$ cat src/rtl/rtc_map_regs.svh
// register offsets, field positions, reset values and constants of the tick counter
`ifndef RTC_MAP_REGS_SVH
`define RTC_MAP_REGS_SVH
// ==========================================
// register offsets
`define OFS_CONTROL 4'h0
`define OFS_SYNC_STATUS 4'h1
`define OFS_IRQ_ENABLE 4'h2
`define OFS_IRQ_FLAGS 4'h3
`define OFS_BYTE_LATCH 4'h4
`define OFS_COUNT_LO 4'h8
`define OFS_COUNT_HI 4'h9
`define OFS_LIMIT_LO 4'hA
`define OFS_LIMIT_HI 4'hB
`define OFS_MATCH_LO 4'hC
`define OFS_MATCH_HI 4'hD
// ==========================================
// field positions
`define DIV_FIELD 2:0
`define WRAP_LVL_FIELD 1:0
`define MATCH_LVL_FIELD 3:2
`define IRQ_EN_FIELD 3:0
`define WRAP_FLAG_BIT 0
`define MATCH_FLAG_BIT 1
`define BUSY_BIT 0
// ==========================================
// reset values
`define RST_DIV 3'h0
`define RST_IRQ_EN 4'h0
`define RST_BYTE 8'h00
`define RST_WORD 16'h0000
`define RST_LIMIT 16'hFFFF
`define RST_PRESC 10'h000
// ==========================================
// divider selections and prescaler masks
`define DIV_OFF 3'h0
`define MASK_DIV1 10'h000
`define MASK_DIV2 10'h001
`define MASK_DIV8 10'h007
`define MASK_DIV16 10'h00F
`define MASK_DIV64 10'h03F
`define MASK_DIV256 10'h0FF
`define MASK_DIV1024 10'h3FF
// ==========================================
// misc constants
`define LVL_OFF 2'h0
`define VEC_WRAP 8'h00
`define VEC_MATCH 8'h02
`define GAP_FULL 2'h2
`define GAP_ZERO 2'h0
`define GAP_STEP 2'h1
`define PEND_NONE 4'h0
`endif

$ cat src/rtl/rtc_types_pkg.sv
// types shared by the tick counter register block
package rtc_types_pkg;
	// ==========================================
	// data widths
	typedef logic [7:0] byte_t;
	typedef logic [3:0] addr_t;
	typedef logic [15:0] word_t;
	// ==========================================
	// domain crossing sequencer, gray on every step except SYNC_WAIT2 back to SYNC_IDLE
	typedef enum logic [1:0]
	{
		SYNC_IDLE = 2'h0,
		SYNC_WAIT1 = 2'h1,
		SYNC_WAIT2 = 2'h3
	} sync_state_e;
endpackage : rtc_types_pkg

$ cat src/rtl/async_tick_counter_regs.sv
// register, flag and counter logic of the 16-bit tick counter
//
// Function
// - wrap level field enables wrap request
// - match flag set on count after equality
// - wrap flag set on count after equality
// - match flag cleared by vector or one
// - wrap flag cleared by vector or one
// - low byte write held in latch
// - low byte read captures high byte
// - counter increments on each prescaled tick
// - value updates apply after two slow edges
// - equality with limit wraps counter to zero
// - equality with match value sets match flag
// - match above limit never gives match
// - vector offsets 0x00 wrap, 0x02 match
// - fixed register map offsets
// - divider field selects stop or division
// - busy flag shows pending domain crossing
// - events thinned for limit zero or one
// - match level field enables match request
//
// Strobed register access is this design's own decision.
`timescale 1ns/100ps
`include "rtc_map_regs.svh"

module async_tick_counter_regs
(
	input wire logic sys_clk,
	input wire logic reset,
	input wire logic clk_en,
	input wire logic ref_clk_in,
	input wire rtc_types_pkg::addr_t reg_addr,
	input wire rtc_types_pkg::byte_t reg_wdata,
	input wire logic reg_wr,
	input wire logic reg_rd,
	output rtc_types_pkg::byte_t reg_rdata,
	input wire logic wrap_vector_ack,
	input wire logic match_vector_ack,
	output logic wrap_irq_req,
	output logic [1:0] wrap_irq_level,
	output logic match_irq_req,
	output logic [1:0] match_irq_level,
	output rtc_types_pkg::byte_t irq_vector_offset,
	output logic wrap_event,
	output logic match_event
);
	import rtc_types_pkg::*;

	// ==========================================
	// helper functions
	// address compare used by every decode
	function automatic logic is_addr(input addr_t a, input addr_t t);
		is_addr = (a == t);
	endfunction : is_addr

	// prescaler mask for a divider selection
	function automatic logic [9:0] div_mask(input logic [2:0] d);
		case (d)
			3'h1: div_mask = `MASK_DIV1;
			3'h2: div_mask = `MASK_DIV2;
			3'h3: div_mask = `MASK_DIV8;
			3'h4: div_mask = `MASK_DIV16;
			3'h5: div_mask = `MASK_DIV64;
			3'h6: div_mask = `MASK_DIV256;
			default: div_mask = `MASK_DIV1024;
		endcase
	endfunction : div_mask

	// ==========================================
	// state
	logic [2:0] ctrl_div_reg; // divider as written
	logic [2:0] div_act_reg; // divider in effect
	logic [3:0] irq_en_reg; // both level fields
	logic wrap_flag_reg; // sticky wrap flag
	logic match_flag_reg; // sticky match flag
	byte_t latch_reg; // shared byte latch
	word_t tick_count_reg; // running counter
	word_t count_stage_reg; // counter value waiting to cross
	word_t limit_wr_reg; // limit as written
	word_t limit_act_reg; // limit in effect
	word_t match_wr_reg; // match value as written
	word_t match_act_reg; // match value in effect
	logic [3:0] pend_reg; // pending: div, count, limit, match
	sync_state_e sync_state_reg; // crossing sequencer
	logic ref_prev_reg; // last sample of slow clock
	logic [9:0] presc_reg; // prescaler
	logic [1:0] gap_wrap_reg; // ticks since last wrap event
	logic [1:0] gap_match_reg; // ticks since last match event
	byte_t rdata_reg;
	logic wrap_req_reg;
	logic match_req_reg;
	logic [1:0] wrap_lvl_reg;
	logic [1:0] match_lvl_reg;
	byte_t vec_reg;
	logic wrap_evt_reg;
	logic match_evt_reg;

	// ==========================================
	// bus decode
	wire wr_en = clk_en & reg_wr;
	wire rd_en = clk_en & reg_rd;
	wire wr_ctrl = wr_en & is_addr(reg_addr, `OFS_CONTROL);
	wire wr_irq_en = wr_en & is_addr(reg_addr, `OFS_IRQ_ENABLE);
	wire wr_flags = wr_en & is_addr(reg_addr, `OFS_IRQ_FLAGS);
	wire wr_latch = wr_en & is_addr(reg_addr, `OFS_BYTE_LATCH);
	wire wr_count_hi = wr_en & is_addr(reg_addr, `OFS_COUNT_HI);
	wire wr_limit_hi = wr_en & is_addr(reg_addr, `OFS_LIMIT_HI);
	wire wr_match_hi = wr_en & is_addr(reg_addr, `OFS_MATCH_HI);
	wire wr_low = wr_en & (is_addr(reg_addr, `OFS_COUNT_LO) | is_addr(reg_addr, `OFS_LIMIT_LO)
		| is_addr(reg_addr, `OFS_MATCH_LO));
	wire rd_count_lo = rd_en & is_addr(reg_addr, `OFS_COUNT_LO);
	wire rd_limit_lo = rd_en & is_addr(reg_addr, `OFS_LIMIT_LO);
	wire rd_match_lo = rd_en & is_addr(reg_addr, `OFS_MATCH_LO);
	wire rd_high = is_addr(reg_addr, `OFS_COUNT_HI) | is_addr(reg_addr, `OFS_LIMIT_HI)
		| is_addr(reg_addr, `OFS_MATCH_HI);
	// any write that must cross into the slow domain
	wire wr_sync_any = wr_ctrl | wr_count_hi | wr_limit_hi | wr_match_hi;
	wire [3:0] pend_new = {wr_match_hi, wr_limit_hi, wr_count_hi, wr_ctrl};
	// full 16-bit value from high byte plus latch
	wire word_t wr_word = {reg_wdata, latch_reg};
	wire busy = (sync_state_reg != SYNC_IDLE);

	// ==========================================
	// slow clock edge and prescaler
	// slow clock is sampled as a plain synchronous input
	wire ref_edge = clk_en & ref_clk_in & ~ref_prev_reg;
	wire div_on = (div_act_reg != `DIV_OFF);
	wire presc_hit = ((presc_reg & div_mask(div_act_reg)) == div_mask(div_act_reg));
	wire tick = ref_edge & div_on & presc_hit;
	wire [9:0] presc_next = div_on ? presc_reg + 10'h001 : `RST_PRESC;

	// ==========================================
	// crossing sequencer
	// apply happens on the second slow edge after the last write
	wire apply = ref_edge & (sync_state_reg == SYNC_WAIT2) & ~wr_sync_any;
	sync_state_e sync_next;
	assign sync_next = wr_sync_any ? SYNC_WAIT1 :
		(ref_edge & (sync_state_reg == SYNC_WAIT1)) ? SYNC_WAIT2 :
		apply ? SYNC_IDLE : sync_state_reg;

	// ==========================================
	// compare and flag logic
	wire at_limit = (tick_count_reg == limit_act_reg);
	wire match_legal = (match_act_reg <= limit_act_reg);
	wire wrap_set = tick & at_limit;
	wire match_set = tick & (tick_count_reg == match_act_reg) & match_legal;
	wire wrap_clr = wrap_vector_ack | (wr_flags & reg_wdata[`WRAP_FLAG_BIT]);
	wire match_clr = match_vector_ack | (wr_flags & reg_wdata[`MATCH_FLAG_BIT]);
	// set wins over a clear in the same cycle
	wire wrap_flag_next = wrap_set | (wrap_flag_reg & ~wrap_clr);
	wire match_flag_next = match_set | (match_flag_reg & ~match_clr);

	// ==========================================
	// counter next value
	// count each tick
	wire word_t count_next = (apply & pend_reg[1]) ? count_stage_reg :
		wrap_set ? `RST_WORD :
		tick ? tick_count_reg + 16'h0001 : tick_count_reg;

	// ==========================================
	// event thinning
	// spacing of at least three ticks
	wire wrap_evt_next = wrap_set & (gap_wrap_reg == `GAP_FULL);
	wire match_evt_next = match_set & (gap_match_reg == `GAP_FULL);
	wire [1:0] gap_wrap_next = wrap_evt_next ? `GAP_ZERO :
		(gap_wrap_reg == `GAP_FULL) ? `GAP_FULL : gap_wrap_reg + `GAP_STEP;
	wire [1:0] gap_match_next = match_evt_next ? `GAP_ZERO :
		(gap_match_reg == `GAP_FULL) ? `GAP_FULL : gap_match_reg + `GAP_STEP;

	// ==========================================
	// byte latch
	// hold low byte
	wire byte_t latch_next = (wr_low | wr_latch) ? reg_wdata :
		rd_count_lo ? tick_count_reg[15:8] :
		rd_limit_lo ? limit_wr_reg[15:8] :
		rd_match_lo ? match_wr_reg[15:8] : latch_reg;

	// ==========================================
	// read mux, reserved bits read zero
	// register map
	wire byte_t rd_mux =
		is_addr(reg_addr, `OFS_CONTROL) ? {5'h00, ctrl_div_reg} :
		is_addr(reg_addr, `OFS_SYNC_STATUS) ? {7'h00, busy} :
		is_addr(reg_addr, `OFS_IRQ_ENABLE) ? {4'h0, irq_en_reg} :
		is_addr(reg_addr, `OFS_IRQ_FLAGS) ? {6'h00, match_flag_reg, wrap_flag_reg} :
		is_addr(reg_addr, `OFS_BYTE_LATCH) ? latch_reg :
		is_addr(reg_addr, `OFS_COUNT_LO) ? tick_count_reg[7:0] :
		is_addr(reg_addr, `OFS_LIMIT_LO) ? limit_wr_reg[7:0] :
		is_addr(reg_addr, `OFS_MATCH_LO) ? match_wr_reg[7:0] :
		rd_high ? latch_reg : `RST_BYTE;

	// ==========================================
	// interrupt request terms
	// wrap request
	wire wrap_req_next = wrap_flag_reg & (irq_en_reg[`WRAP_LVL_FIELD] != `LVL_OFF);
	wire match_req_next = match_flag_reg & (irq_en_reg[`MATCH_LVL_FIELD] != `LVL_OFF);
	wire byte_t vec_next = wrap_req_next ? `VEC_WRAP : `VEC_MATCH;

	// ==========================================
	// software side registers
	always_ff @(posedge sys_clk)
	begin
		if (reset)
		begin
			ctrl_div_reg <= `RST_DIV;
			irq_en_reg <= `RST_IRQ_EN;
			latch_reg <= `RST_BYTE;
			count_stage_reg <= `RST_WORD;
			limit_wr_reg <= `RST_LIMIT;
			match_wr_reg <= `RST_WORD;
		end
		else if (clk_en)
		begin
			if (wr_ctrl)
				ctrl_div_reg <= reg_wdata[`DIV_FIELD];
			if (wr_irq_en)
				irq_en_reg <= reg_wdata[`IRQ_EN_FIELD];
			latch_reg <= latch_next;
			if (wr_count_hi)
				count_stage_reg <= wr_word;
			if (wr_limit_hi)
				limit_wr_reg <= wr_word;
			if (wr_match_hi)
				match_wr_reg <= wr_word;
		end
	end

	// ==========================================
	// crossing: pending set and applied values
	// busy while pending
	always_ff @(posedge sys_clk)
	begin
		if (reset)
		begin
			sync_state_reg <= SYNC_IDLE;
			pend_reg <= `PEND_NONE;
			div_act_reg <= `RST_DIV;
			limit_act_reg <= `RST_LIMIT;
			match_act_reg <= `RST_WORD;
		end
		else if (clk_en)
		begin
			sync_state_reg <= sync_next;
			pend_reg <= apply ? `PEND_NONE : (pend_reg | pend_new);
			if (apply & pend_reg[0])
				div_act_reg <= ctrl_div_reg;
			if (apply & pend_reg[2])
				limit_act_reg <= limit_wr_reg;
			if (apply & pend_reg[3])
				match_act_reg <= match_wr_reg;
		end
	end

	// ==========================================
	// counting side
	always_ff @(posedge sys_clk)
	begin
		if (reset)
		begin
			ref_prev_reg <= 1'b0;
			presc_reg <= `RST_PRESC;
			tick_count_reg <= `RST_WORD;
			gap_wrap_reg <= `GAP_FULL;
			gap_match_reg <= `GAP_FULL;
			wrap_flag_reg <= 1'b0;
			match_flag_reg <= 1'b0;
		end
		else if (clk_en)
		begin
			ref_prev_reg <= ref_clk_in;
			if (ref_edge)
				presc_reg <= presc_next;
			tick_count_reg <= count_next;
			if (tick)
			begin
				gap_wrap_reg <= gap_wrap_next;
				gap_match_reg <= gap_match_next;
			end
			wrap_flag_reg <= wrap_flag_next;
			match_flag_reg <= match_flag_next;
		end
	end

	// ==========================================
	// registered outputs
	always_ff @(posedge sys_clk)
	begin
		if (reset)
		begin
			rdata_reg <= `RST_BYTE;
			wrap_req_reg <= 1'b0;
			match_req_reg <= 1'b0;
			wrap_lvl_reg <= `LVL_OFF;
			match_lvl_reg <= `LVL_OFF;
			vec_reg <= `VEC_WRAP;
			wrap_evt_reg <= 1'b0;
			match_evt_reg <= 1'b0;
		end
		else if (clk_en)
		begin
			rdata_reg <= rd_en ? rd_mux : `RST_BYTE;
			wrap_req_reg <= wrap_req_next;
			match_req_reg <= match_req_next;
			wrap_lvl_reg <= irq_en_reg[`WRAP_LVL_FIELD];
			match_lvl_reg <= irq_en_reg[`MATCH_LVL_FIELD];
			vec_reg <= vec_next;
			wrap_evt_reg <= wrap_evt_next;
			match_evt_reg <= match_evt_next;
		end
	end

	assign reg_rdata = rdata_reg;
	assign wrap_irq_req = wrap_req_reg;
	assign match_irq_req = match_req_reg;
	assign wrap_irq_level = wrap_lvl_reg;
	assign match_irq_level = match_lvl_reg;
	assign irq_vector_offset = vec_reg;
	assign wrap_event = wrap_evt_reg;
	assign match_event = match_evt_reg;
endmodule : async_tick_counter_regs

$ cat config.mk
export PLATFORM = sky130hd
export DESIGN_NAME = async_tick_counter_regs
export DESIGN_NICKNAME = d
export VERILOG_FILES = /design/src/rtl/rtc_types_pkg.sv /design/src/rtl/async_tick_counter_regs.sv
export VERILOG_INCLUDE_DIRS = /design/src /design/src/rtl
export SDC_FILE = /design/constraint.sdc
export NUM_CORES = 1
export LEC_CHECK = 0
export BUFFER_PORTS_ARGS = -buffer_cell sky130_fd_sc_hd__buf_2
export CORE_MARGIN = 2
export CORE_UTILIZATION = 41
export CTS_BUF_LIST = sky130_fd_sc_hd__clkbuf_4 sky130_fd_sc_hd__clkbuf_8 sky130_fd_sc_hd__clkbuf_16
export CTS_CLUSTER_DIAMETER = 150
export DETAILED_ROUTE_END_ITERATION = 10
export GPL_ROUTABILITY_DRIVEN = 0
export PLACE_DENSITY = 0.61
export SLEW_MARGIN = 20
export SYNTH_ARGS = -nofsm -noshare
export SYNTH_HDL_FRONTEND = slang
export SYNTH_SLANG_ARGS = --single-unit
$ cat constraint.sdc
create_clock -name sys_clk -period 3.2 [get_ports sys_clk]
set_clock_uncertainty 0.05 [all_clocks]
set_input_delay 0.48 -clock sys_clk [delete_from_list [all_inputs] [get_ports sys_clk]]
set_output_delay 0.48 -clock sys_clk [all_outputs]
set_load 0.01 [all_outputs]
# Word level (Yosys, flattened, before mapping)
# Cells that the tools add are included.
# op_classes
bitwise_logic	53
addsub	4
n_eq_ne	23
muxes	28
reduce_logical	21
n_lt_le_gt_ge	1
# ops
op	count
2-to-1 mux 8 bit	14
case mux 10 bit (6 select lines)	1
2-to-1 mux 16 bit	3
bitwise AND 1 bit	35
== test 16 bit	2
AND reduction 2 bit	13
== test 4 bit (second input constant)	6
adder 16 x 1 -> 16 bit (second input constant)	1
less-or-equal comparator 16 bit	1
2-to-1 mux 2 bit	8
OR 1 bit	12
adder 10 x 1 -> 10 bit (second input constant)	1
bitwise AND 10 bit	1
== test 10 bit	1
2-to-1 mux 10 bit	1
== test 3 bit (second input constant)	3
nonzero test 3 bit	3
== test 4 x 2 -> 1 bit (second input constant)	2
== test 2 bit (second input constant)	3
== test 3 x 2 -> 1 bit (second input constant)	2
nonzero test 2 bit	3
adder 2 x 1 -> 2 bit (second input constant)	2
== test 4 x 1 -> 1 bit (second input constant)	1
== test 4 x 3 -> 1 bit (second input constant)	1
7 further kinds	10
# word_totals
elab_cells	156
reg_bits	161

# Longest topological paths before layout
# depth
word_depth	13
mapped_depth	10
depth_no_buf	8

# Worst setup path before layout
# Ideal clock, no wire load.
# synth_path
path_type	input port to flip-flop
start	input reg_addr[0]
end	register limit_act_reg[1]
path_stages	9
n_path_buf	3
arrival_time_ns	2.078
setup_slack_ns	0.931
cell_sequence	buf_2 > or4_4 > o21ai_1 > a31oi_1 > and2_0 > clkbuf_1 > clkbuf_1 > nand2_1 > o211ai_1
# synth_via
elab_chain_cells	9
elab_cells_between_ends	15
classes_between	eq/ne (3); bitwise (10); reduce/logical (2)
# synth_rtl
item	line	text
start, declared	async_tick_counter_regs.sv:33	input wire rtc_types_pkg::addr_t reg_addr,
== test 4 bit or zero test 4 bit (tied branches)	async_tick_counter_regs.sv:54	is_addr = (a == t);
bitwise AND 1 bit (on tied branches)	async_tick_counter_regs.sv:107, async_tick_counter_regs.sv:103	
OR 1 bit (2 in a row)	async_tick_counter_regs.sv:118	wire wr_sync_any = wr_ctrl | wr_count_hi | wr_limit_hi | wr_match_hi;
OR 1 bit (*)	async_tick_counter_regs.sv:118	
NOT 1 bit (*)	async_tick_counter_regs.sv:136	wire apply = ref_edge & (sync_state_reg == SYNC_WAIT2) & ~wr_sync_any;
bitwise AND 1 bit (*)	async_tick_counter_regs.sv:136	
bitwise AND 1 bit (*)	async_tick_counter_regs.sv:248	if (apply & pend_reg[2])
AND reduction 2 bit (no line) (*)	n/a	
end signal, assigned	async_tick_counter_regs.sv:239	limit_act_reg <= `RST_LIMIT;
end signal, assigned	async_tick_counter_regs.sv:249	limit_act_reg <= limit_wr_reg;
end, declared	async_tick_counter_regs.sv:81	word_t limit_act_reg;
# Every way passes the cells marked *; elsewhere a longest branch is shown, timed or not.
# A chain may end at the register's enable or synchronous reset.

# Worst setup path after layout
# layout_path
start	register tick_count_reg[0]
end	register tick_count_reg[14]
# layout_via
elab_chain_cells	4
elab_cells_between_ends	8
classes_between	add/sub (1); eq/ne (1); mux (3); bitwise (1); reduce/logical (2)
# layout_rtl
item	line	text
start, declared	async_tick_counter_regs.sv:78	word_t tick_count_reg;
start signal, assigned	async_tick_counter_regs.sv:263	tick_count_reg <= `RST_WORD;
start signal, assigned	async_tick_counter_regs.sv:274	tick_count_reg <= count_next;
adder 16 x 1 -> 16 bit or == test 16 bit (tied branches)	async_tick_counter_regs.sv:159, async_tick_counter_regs.sv:144	
2-to-1 mux 16 bit or bitwise AND 1 bit (tied branches)	async_tick_counter_regs.sv:159, async_tick_counter_regs.sv:146	
2-to-1 mux 16 bit or nonzero test 3 bit (tied branches)	n/a	
2-to-1 mux 16 bit or AND reduction 2 bit (tied branches)	n/a	
# Several ways; a longest one is shown, not always the timed one. The select of a mux whose other input is x is not followed.

==> summary.md <==
| Metric | Value |
|---|---|
| Status | finished, final reports clean |
| Post-DP Area | 0.008045 mm2 |
| First-pass GRT wire length | 36.73 mm |
| Crit path launch | tick_count_reg[0] |
| Count of TritonRoute iterations in the first routing pass | 5 |
| Number of synthesized flops with an enable pin | 0 |
| RSZ-0062 raised after global routing | false |
| Clock sink count | 154 |
| #FFs+latches synth | 154 |
| Setup crit start kind | flip-flop |
| Reg2Reg Setup Slack | 0.64 ns |
| Rows | 50 |
| Maximum vdd drop | 270.3 uV |
| Crit Path Max Fanout | 9 |
| Die outline area | 0.01987 mm2 |
| Clk slew on worst S/H paths | 0.06 ns |
| CP arrival | 2.87 ns |
| Synth top area share | 40.08% |
| End of the critical path | tick_count_reg[14] |
| CTS tree | built |
| H-tree depth | 4 |
| Leading area contributor after synthesis | dfxtp_1 |
| Setup TNS Final | 0 ns |
| Clock root cell | clkbuf_16 |
| Worst rel slew slack | 48.55% |
| R2R depth | 7 |
| Register area share after synthesis | 40.08% |
| Min Tclk post-route | 2.562 ns |
| Async S/R FF share, synth | 0% |
| Die height | 141.0 um |
| Vias in the first global route | 6376 |
| Pwr Density | 484.6 mW/mm2 |
| Chip width | 141.0 um |
| Initial Utilization | 41.39% |
| Final net count | 1006 |
| Largest net degree at the start of global routing | 51 |
| CP Cell Sequence | ha_1 > and3_1 > and3_1 > nand2_1 > or4_1 > a211o_1 > a31oi_1 |
| Crit. End Element | flip-flop |
| # hold bufs at CTS | 0 |
| Antenna cells | 0 |
| DR vias/cell | 5.720 |
| Crit-path slowest cell | dfxtp_1 |
| WP depth | 7 |
| Worst flop-to-flop path startpoint | tick_count_reg[0] |
| Final wirelength | 23.42 mm |
| Commonest non-fill, non-tap cell in the layout | dfxtp_1 |
| CTS buffer count | 17 |
| Share of cells above drive strength 1 | 11.22% |
| Post-layout instance area | 0.008635 mm2 |
| Setup CP Type | flip-flop to flip-flop |
| Leak pwr | 0.003338 uW |
| Initial antenna violation count | 0 |
| Non-Filler Instances | 1214 |
| Synth-to-layout area growth | 12.27% |
| Vias after detailed routing | 6944 |
| Hold_ws | 0.2981 ns |
| Post-Syn Instances | 966 |
| Highest clock rate | 390.3 MHz |
| Max Cap Viol | 0 |
| Cell family with most CP delay | simple AND/OR/NAND/NOR gates |
| Iter 0 DRT Violations | 756 |
| Max incr delay on CP | 0.58 ns |
| Req. time, crit path | 3.51 ns |
| Synth Area per Inst | 7.962 um2 |
| Clock Path Buffers | 2 |
| Core area | 0.01858 mm2 |
| Distinct cells, synth | 70 |
| IO Count | 44 |
| Skew-Pair Late Insertion Delay | 0.43 ns |
| Postcts setup bufs | 0 |
| Synth warn | 0 |
| Pins Over Slew Limit | 0 |
| Commonest non-fill, non-tap cells in the layout | dfxtp_1 (154), nand2_1 (138), a21oi_1 (107), nor2_1 (90), nand3_1 (48) |
| Routed len/inst | 19.29 um |
| Tightest Pin Transition | 0.7659 ns |
| Largest cells by area after synthesis | dfxtp_1 (40%), a21oi_1 (7.0%), nand2_1 (6.7%) |
| Gr usage total | 23.96% |
| Dominant synthesized flop cell | dfxtp_1 |
| Dpl hpwl | 16.90 mm |
| Detail Route Antenna Nets | 0 |
| Endpoints failing setup | 0 |
| Port bufs | 36 |
| FF-to-FF End | tick_count_reg[14] |
| Drt drc | 0 |
| Tot Pwr | 4185 uW |
| Synthesized cell area | 0.007691 mm2 |
| Post-CTS sizing | 0 |
| Final period util | 80.06% |
| Most used cell along the critical path | and3_1 |
| Dpl cells | 1183 |
| Buf/Inv on CP | 0 |
| Hold WC Path Type | primary input to flip-flop |
| Final Hold Viols | 0 |
| Total gr overflow | 0 |
## synth_stat cells, types with 6 or more instances
library cell	count
ha_1	18
xnor2_1	16
nand2_1	138
xor2_1	18
o211ai_1	28
o21a_1	7
buf_2	18
a22oi_1	8
buf_4	9
a31oi_1	8
a21oi_1	107
nor3_1	17
o21ai_0	39
a211oi_1	14
dfxtp_1	154
nor2_1	90
nor4_1	7
inv_1	23
mux2i_1	38
nand4_1	12
clkbuf_1	50
nand3_1	48
or3_1	6
## metal layers
layer	GRT usage [%]	vias to the layer above	routed length (um)
met4	10.00	0	726
li1	-	3426	-
met1	34.12	3240	11060
met2	35.66	233	10240
met5	0	-	0
met3	4.416	45	1401
## logic make-up after synthesis
logic type,count (synthesis),share of synthesized area [%]
flip-flops,154,40.08
XOR/XNOR,34,3.872
AND/OR/NAND/NOR,353,20.73
other,1,0.04876
adder cells (fa/ha/maj),18,2.928
buffers and inverters,107,5.954
multiplexers,38,4.945
AO/OA/AOI/OAI,261,21.44
## where the power goes
group | internal, uW | leakage, uW | switching [uW]
clock | 1180 | 0.000276 | 838
combinational | 63.5 | 0.00182 | 144
sequential | 1930 | 0.00124 | 25.1
## through the flow
stage | setup WS, ns | util (%)
after floorplan | 0.9306 | -
final | 0.6380 | 46.47
after detailed placement | 0.6208 | 43.30
after global routing | 0.4993 | 46.47
after CTS | 0.6824 | 46.47
after global placement | 0.6014 | 43.30
## how the worst min path moves through the flow
stage	start	end	slack [ns]	cells past startpoint
2_1_floorplan	count_stage_reg[0]	count_stage_reg[0]	0.38	2
3_3_place_gp	count_stage_reg[10]	count_stage_reg[10]	0.39	2
3_5_place_dp	count_stage_reg[1]	count_stage_reg[1]	0.39	2
4_1_cts	reset	tick_count_reg[14]	0.29	2
5_1_grt	reset	tick_count_reg[14]	0.31	2
6_report	ref_clk_in	ref_prev_reg	0.30	3
## worst register-to-register path, delay by kind of cell (launching register included)
family,cells,cell delay [ns]
AND/OR/NAND/NOR,4,1.15
AO/OA/AOI/OAI,2,0.45
flip-flops,1,0.58
adder cells (fa/ha/maj),1,0.27
## cell type report
class	instances	area, um2
Clock buffer	19	446.7
Clock inverter	12	142.6
Fill cell	1802	9946
Inverter	25	93.84
Multi-Input combinational cell	711	4195
Sequential cell	154	3083
Tap cell	234	292.8
Timing Repair Buffer	59	380.4
Power figures use the tool's default switching activity.
